==> config.mk <==
export PLATFORM = sky130hd
export DESIGN_NAME = fmu_host_flat
export DESIGN_NICKNAME = d
export VERILOG_FILES = /design/src/include/fmu_if.sv /design/src/rtl/fmu_host.sv /design/src/flat_wrapper.sv
export VERILOG_INCLUDE_DIRS = /design/src /design/src/include
export SDC_FILE = /design/constraint.sdc
export NUM_CORES = 1
export LEC_CHECK = 0
export BUFFER_PORTS_ARGS = -buffer_cell sky130_fd_sc_hd__buf_2
export CORE_UTILIZATION = 35
export DETAILED_ROUTE_END_ITERATION = 7
export GPL_ROUTABILITY_DRIVEN = 0
export GPL_TIMING_DRIVEN = 0
export SLEW_MARGIN = 5
export SYNTH_ARGS = -nofsm -noshare
export SYNTH_HDL_FRONTEND = slang
export SYNTH_SLANG_ARGS = --single-unit
==> constraint.sdc <==
create_clock -name clk_i -period 3.65 [get_ports clk_i]
set_input_delay 0 -clock clk_i [delete_from_list [all_inputs] [get_ports clk_i]]
set_output_delay 0 -clock clk_i [all_outputs]
set_load 0.03 [all_outputs]
==> src/include/fmu_defines.svh <==
`ifndef FMU_DEFINES_SVH
`define FMU_DEFINES_SVH
`define FMU_ADDR_W 8
`define FMU_REG_FRAC0 8'h05
`define FMU_REG_FRAC1 8'h06
`define FMU_REG_FRAC2 8'h07
`define FMU_REG_INTLO 8'h08
`define FMU_REG_INTHI 8'h09
`define FMU_INT_W 9
`define FMU_FRAC_W 29
`define FMU_MULT_W 38
`define FMU_INTLO_MSB 7
`define FMU_INTLO_LSB 5
`define FMU_FRACHI_MSB 4
`define FMU_INTHI_MSB 5
`define FMU_XTAL_KHZ 31980
`define FMU_SETTLE_US 100
`define FMU_CLK_MHZ 10
`define FMU_SETTLE_CYC (`FMU_SETTLE_US * `FMU_CLK_MHZ)
`define FMU_INIT_MULT 38'h9497c65d3
`define FMU_INIT_HSD 10'h010
`define FMU_INIT_LSD 3'h0
`define FMU_WB_CMD 4'h0
`define FMU_WB_DATA 4'h4
`define FMU_WB_STAT 4'h8
`define FMU_WB_MULT_LO 4'hc
`define FMU_CMD_READ 2'h1
`define FMU_CMD_WRITE 2'h2
`endif

==> src/include/fmu_if.sv <==
`timescale 1ns/1ps
interface fmu_if;
    logic req;
    logic we;
    logic [7:0] addr;
    logic [7:0] wdata;
    logic [7:0] rdata;
    logic ack;
    modport dev (input req, we, addr, wdata, output rdata, ack);
    modport host (output req, we, addr, wdata, input rdata, ack);
endinterface : fmu_if

==> src/rtl/fmu_host.sv <==
// Chosen here: the Wishbone slave port.
`timescale 1ns/1ps
`include "fmu_defines.svh"
module fmu_host (
    input wire logic clk_i,
    input wire logic rst_i,
    fmu_if.host bus,
    input wire logic wb_cyc_i,
    input wire logic wb_stb_i,
    input wire logic wb_we_i,
    input wire logic [3:0] wb_adr_i,
    input wire logic [3:0] wb_sel_i,
    input wire logic [31:0] wb_dat_i,
    output logic [31:0] wb_dat_o,
    output logic wb_ack_o
);
    typedef enum logic [3:0] {
        FMU_IDLE = 4'h1,
        FMU_REQ = 4'h2,
        FMU_WAIT = 4'h4,
        FMU_NEXT = 4'h8
    } fmu_state_t;
    fmu_state_t st_q;
    logic [7:0] cmd_addr_q;
    logic cmd_we_q;
    logic [7:0] cmd_wdata_q;
    logic [7:0] rd_q;
    logic busy_q;
    logic done_q;
    logic req_q;
    logic ack_q;
    logic [31:0] dat_q;
    logic [37:0] mult_q;
    wire [7:0] link_w = cmd_we_q ? cmd_wdata_q : bus.rdata;
    wire wb_go_w = wb_cyc_i && wb_stb_i && !ack_q;
    wire wr_w = wb_go_w && wb_we_i && wb_sel_i[0];
    wire start_w = wr_w && (wb_adr_i == `FMU_WB_CMD) && !busy_q;
    wire [31:0] stat_w = {22'h0, done_q, busy_q, rd_q};
    wire [31:0] rsel_w = (wb_adr_i == `FMU_WB_STAT) ? stat_w :
        (wb_adr_i == `FMU_WB_DATA) ? {24'h0, cmd_wdata_q} :
        (wb_adr_i == `FMU_WB_MULT_LO) ? mult_q[31:0] :
        (wb_adr_i == `FMU_WB_CMD) ? {22'h0, cmd_we_q, 1'b0, cmd_addr_q} :
        32'h00000000;
    always_ff @(posedge clk_i)
    begin
        if (rst_i)
        begin
            ack_q <= 1'b0;
            dat_q <= 32'h0;
            cmd_wdata_q <= 8'h00;
        end
        else
        begin
            ack_q <= wb_go_w;
            if (wb_go_w && !wb_we_i)
                dat_q <= rsel_w;
            if (wr_w && wb_adr_i == `FMU_WB_DATA && !busy_q)
                cmd_wdata_q <= wb_dat_i[7:0];
        end
    end
    // Byte transfer engine; software sequences 5-7, 8, then 9 last
    always_ff @(posedge clk_i)
    begin
        if (rst_i)
        begin
            st_q <= FMU_IDLE;
            cmd_addr_q <= 8'h00;
            cmd_we_q <= 1'b0;
            busy_q <= 1'b0;
            done_q <= 1'b0;
            req_q <= 1'b0;
            rd_q <= 8'h00;
            mult_q <= 38'h0;
        end
        else
        begin
            case (st_q)
                FMU_IDLE:
                begin
                    if (start_w)
                    begin
                        cmd_addr_q <= wb_dat_i[7:0];
                        cmd_we_q <= wb_dat_i[9];
                        busy_q <= 1'b1;
                        done_q <= 1'b0;
                        req_q <= 1'b1;
                        st_q <= FMU_REQ;
                    end
                end
                FMU_REQ:
                    st_q <= FMU_WAIT;
                FMU_WAIT:
                begin
                    if (bus.ack)
                    begin
                        req_q <= 1'b0;
                        if (!cmd_we_q)
                            rd_q <= bus.rdata;
                        // Track each byte read or written at addresses 05..09; other addresses leave mult_q unchanged
                        case (cmd_addr_q)
                            `FMU_REG_FRAC0: mult_q[7:0] <= link_w;
                            `FMU_REG_FRAC1: mult_q[15:8] <= link_w;
                            `FMU_REG_FRAC2: mult_q[23:16] <= link_w;
                            `FMU_REG_INTLO: mult_q[31:24] <= link_w;
                            `FMU_REG_INTHI: mult_q[37:32] <= link_w[5:0];
                            default: mult_q <= mult_q;
                        endcase
                        st_q <= FMU_NEXT;
                    end
                end
                FMU_NEXT:
                begin
                    busy_q <= 1'b0;
                    done_q <= 1'b1;
                    st_q <= FMU_IDLE;
                end
                default:
                    st_q <= FMU_IDLE;
            endcase
        end
    end
    // Range, scaling and re-centering are software's job
    assign bus.req = req_q;
    assign bus.we = cmd_we_q;
    assign bus.addr = cmd_addr_q;
    assign bus.wdata = cmd_wdata_q;
    assign wb_ack_o = ack_q;
    assign wb_dat_o = dat_q;
endmodule : fmu_host

==> src/flat_wrapper.sv <==
// flat-port wrapper written by rule: the top's interface ports become plain ports
module fmu_host_flat 
  (clk_i, rst_i, wb_cyc_i, wb_stb_i, wb_we_i, wb_adr_i, wb_sel_i, wb_dat_i, wb_dat_o, wb_ack_o, bus_req, bus_we, bus_addr, bus_wdata, bus_rdata, bus_ack);
  fmu_if bus_i ();
  input wire logic clk_i;
  input wire logic rst_i;
  input wire logic wb_cyc_i;
  input wire logic wb_stb_i;
  input wire logic wb_we_i;
  input wire logic [3:0] wb_adr_i;
  input wire logic [3:0] wb_sel_i;
  input wire logic [31:0] wb_dat_i;
  output logic [31:0] wb_dat_o;
  output logic wb_ack_o;
  output wire logic [$bits(bus_i.req)-1:0] bus_req;
  output wire logic [$bits(bus_i.we)-1:0] bus_we;
  output wire logic [$bits(bus_i.addr)-1:0] bus_addr;
  output wire logic [$bits(bus_i.wdata)-1:0] bus_wdata;
  input wire logic [$bits(bus_i.rdata)-1:0] bus_rdata;
  input wire logic [$bits(bus_i.ack)-1:0] bus_ack;
  assign bus_req = bus_i.req;
  assign bus_we = bus_i.we;
  assign bus_addr = bus_i.addr;
  assign bus_wdata = bus_i.wdata;
  assign bus_i.rdata = bus_rdata;
  assign bus_i.ack = bus_ack;
  fmu_host u_core (.clk_i(clk_i), .rst_i(rst_i), .bus(bus_i), .wb_cyc_i(wb_cyc_i), .wb_stb_i(wb_stb_i), .wb_we_i(wb_we_i), .wb_adr_i(wb_adr_i), .wb_sel_i(wb_sel_i), .wb_dat_i(wb_dat_i), .wb_dat_o(wb_dat_o), .wb_ack_o(wb_ack_o));
endmodule
==> summary.md <==
| Metric | Value |
|---|---|
| Number of nets in the synthesized netlist | `411` |
| Antenna violations before repair | `0` |
| Hold Path Depth | `3` |
| Height of the die | `106.7 um` |
| First-pass GRT wire length | `16,070 um` |
| Startpoint type of the worst setup path | `flip-flop` |
| Number of nets in the layout | `517` |
| Maximum fanout encountered on the critical timing path | `10` |
| Sequential area share after synthesis | `50.65%` |
| Warnings from Yosys | `0` |
| Power density over cell area | `389.3 nW/um^2` |
| Number of input and output port buffers inserted | `76` |
| Instance count of the mapped netlist | `357` |
| Synth-to-layout area growth | `24.48%` |
| Placed inst area | `4384 um^2` |
| Async set or reset register ratio after synthesis | `0%` |
| Cts bufs inserted | `9` |
| Top cell by count, worst path | `sky130_fd_sc_hd__clkbuf_1` |
| Proportion of layout cells with a drive suffix above 1 | `26.92%` |
| Number of endpoints with negative hold slack in the final report | `0` |
| Total setup buffers inserted after CTS | `0` |
| Maximum number of pins on one net before global-route repair | `18` |
| Worst Path Required | `3910 ps` |
| Cell row count | `37` |
| Final Critical Period | `1877 ps` |
| Clock sink total | `97` |
| Hold Startpoint | `wb_we_i` |
| Share of the clock period used by the worst path | `51.43%` |
| Register bit total from synthesis | `97` |
| Endpoints failing setup | `0` |
| Type of the setup path with the least slack | `flip-flop to flip-flop` |
| DR vias/cell | `5.005` |
| Die footprint | `11,380 um^2` |
| Hold Crit Class | `primary input to flip-flop` |
| Antenna cell count | `0` |
| Worst Setup Slack post-DPL | `1789 ps` |
| Remaining antenna violation count after routing | `0` |
| Initial standard-cell utilization of the core | `36.64%` |
| Number of enable flip-flop cells after synthesis | `0` |
| Hold-critical path endpoint | `u_core.wb_dat_o[31]$_SDFFE_PP0P_` |
| Commonest non-fill, non-tap cells in the layout | `sky130_fd_sc_hd__dfxtp_1 (97), sky130_fd_sc_hd__buf_2 (82), sky130_fd_sc_hd__nand2_1 (51)` |
| Via count of the first global-routing pass | `3,088` |
| Horizontal die dimension | `106.7 um` |
| Sequence of cells on the critical path | `nand3b_4 -> or2_2 -> and2_1 -> clkbuf_1 -> clkbuf_1 -> a22o_1` |
| Count of distinct cell types in the synthesized netlist | `43` |
| Reg-to-reg critical path startpoint | `u_core.wb_ack_o$_SDFF_PP0_` |
| Master cell of the clock root buffer | `sky130_fd_sc_hd__clkbuf_8` |
| Setup repair after global routing missed its margin | `false` |
| Leakage power | `2.122 nW` |
| Slew at the pin closest to its max-slew limit | `862.0 ps` |
| Count of vias placed by the detailed router | `3,023` |
| Worst slew slack as a fraction of its limit | `42.10%` |
| Terminus of the critical flop-to-flop path | `u_core.wb_dat_o[2]$_SDFFE_PP0P_` |
| Synthesized cell area | `3834 um^2` |
| Total congestion overflow | `0` |
| Clock-pin transition on the worst setup and hold timing paths | `110 ps` |
| Cell count of the worst reg-to-reg path | `6` |
| Least setup slack across all paths after layout | `1773 ps` |
| Hold Worst Slack | `53.33 ps` |
| Total count of max-transition violations in the final report | `0` |
| Worst skew pair latency | `370 ps` |
| Post-Synthesis Mean Instance Area | `10.74 um^2` |
| Critical Path Slowest Stage Cell | `sky130_fd_sc_hd__or2_2` |
| Starting DRC count in detailed routing | `105` |
| Critical path's top delay family | `simple AND/OR/NAND/NOR gates` |
| Global Route Usage Sum | `18.63%` |
| Most frequent standard cell in the layout excluding fill and tap cells | `sky130_fd_sc_hd__dfxtp_1` |
| Stage delay of the slowest cell on the critical path | `330 ps` |
| Detailed placer's ending HPWL | `7096 um` |
| Maximum frequency from static timing analysis | `0.5327 GHz` |
| Top flip-flop cell by instance count after synthesis | `sky130_fd_sc_hd__dfxtp_1` |
| Critical Path AT | `2140 ps` |
| Drt total wl | `10,020 um` |
| Post-route standard cell area excluding fillers | `4772 um^2` |
| Final setup skew | `16.61 ps` |
| Number of filler cells placed in the layout | `1,042` |
| Post-route DRC violation count | `0` |
| Maximum vdd ir drop | `0.2014 mV` |
| 1st-pass router iterations | `4` |
| Post-route setup TNS | `0 ps` |
| Crit path buf inv count | `2` |
| Core area | `10,460 um^2` |
| Number of H-tree levels | `3` |
| Maximum buffer depth of the clock tree | `2` |
| Register-to-register setup slack | `1770 ps` |
| Final routed wire length divided by cell count | `16.58 um` |
| Outcome | `completed` |
| Total of max-cap violations | `0` |
| Number of I/O pins | `105` |
| TritonCTS clock tree | `built` |
| Endpoint type of the worst setup path | `flip-flop` |
## power by group
| part | total [W] | switching (W) | internal, W | leakage (nW) |
|---|---|---|---|---|
| logic | 0.000107 | 0.0000641 | 0.0000433 | 1.24 |
| clock network | 0.000691 | 0.000394 | 0.000297 | 0.102 |
| registers | 0.00106 | 0.000000825 | 0.00106 | 0.781 |
| total | 0.00186 | 0.000459 | 0.00140 | 2.12 |
## through the flow
step / instances / util (%) / power, W
after global placement: 569 / 41.90 / 0.001175
after floorplan: 357 / - / 0.001135
after detailed placement: 569 / 41.90 / 0.001176
after global routing: 604 / 45.61 / 0.001926
after CTS: 604 / 45.61 / 0.001874
final: 604 / 45.61 / 0.001858
## layer usage
layer	track usage (%)	wire length [um]	up-vias
met2	31.24	4767	68
met5	0	0	-
li1	-	-	1502
met4	7.926	140	0
met3	4.134	445	14
met1	22.95	4664	1439
## layout make-up
| cell class | instances | area [um^2] | share of cell area [%] |
|---|---|---|---|
| Buffer | 24 | 105.1 | 2.202 |
| Clock buffer | 11 | 151.4 | 3.173 |
| Clock inverter | 5 | 46.29 | 0.9701 |
| Inverter | 2 | 7.507 | 0.1573 |
| Multi-Input combinational cell | 234 | 1779 | 37.28 |
| Sequential cell | 97 | 1942 | 40.69 |
| Tap cell | 136 | 170.2 | 3.566 |
| Timing Repair Buffer | 95 | 570.5 | 11.96 |
## registers in the layout (all words and copies together), names as in the netlist
name,cells
u_core.bus.addr,8
u_core.bus.we,1
u_core.mult_q,32
u_core.wb_ack_o,1
u_core.bus.wdata,8
u_core.busy_q,1
u_core.st_q,4
u_core.done_q,1
u_core.wb_dat_o,32
u_core.bus.req,1
u_core.rd_q,8
## repair_timing
action | CTS | global route
resized for setup | 0 | 0
hold buffers | 19 | 0
endpoints found under the hold margin | 26 | 0
## Yosys cell counts, drive strengths merged, types with 2 or more instances
master | n | area, um^2
o21ai | 11 | 55.05
nor4 | 3 | 40.04
a21oi | 3 | 15.01
mux2i | 47 | 470.5
dfxtp | 97 | 1942
nor2 | 23 | 86.33
mux2 | 9 | 101.4
a31o | 2 | 17.52
or2 | 3 | 18.77
buf | 9 | 48.80
nor3 | 5 | 30.03
o2bb2ai | 21 | 183.9
nand3b | 5 | 50.05
and4 | 2 | 17.52
nand3 | 11 | 55.05
nor4bb | 2 | 20.02
clkbuf | 15 | 56.30
a22o | 10 | 87.58
nand2 | 51 | 191.4
mux4 | 8 | 180.2
nand4 | 5 | 43.79
nor4b | 2 | 32.53
inv | 2 | 7.500
nor2b | 3 | 18.77
## worst min-delay path: cells and delay by family
family / cells / cell delay (ps)
compound gates: 1 / 80
buf+inv: 1 / 90
simple gates: 1 / 210
## kinds of logic after synthesis
| family | after synthesis | share of synthesized area (%) |
|---|---|---|
| AND/OR/NAND/NOR | 120 | 16.74 |
| flip-flops | 97 | 50.65 |
| multiplexers | 64 | 19.61 |
| AO/OA/AOI/OAI | 49 | 9.824 |
| buffers and inverters | 26 | 2.937 |
| XOR/XNOR | 1 | 0.2285 |
## worst max-delay path by stage
stage,start,cells past startpoint,slack [ps],to
final,u_core.wb_ack_o$_SDFF_PP0_,6,1770,u_core.wb_dat_o[2]$_SDFFE_PP0P_
after global routing,u_core.bus.addr[5]$_SDFFE_PP0P_,4,1600,u_core.mult_q[7]$_SDFFE_PP0P_
after CTS,u_core.wb_ack_o$_SDFF_PP0_,6,1770,u_core.wb_dat_o[4]$_SDFFE_PP0P_
after detailed placement,u_core.wb_ack_o$_SDFF_PP0_,6,1790,u_core.wb_dat_o[3]$_SDFFE_PP0P_
after global placement,u_core.wb_ack_o$_SDFF_PP0_,6,1810,u_core.wb_dat_o[2]$_SDFFE_PP0P_
after floorplan,u_core.wb_ack_o$_SDFF_PP0_,6,1930,u_core.wb_dat_o[9]$_SDFFE_PP0P_
Power figures use the tool's default switching activity.
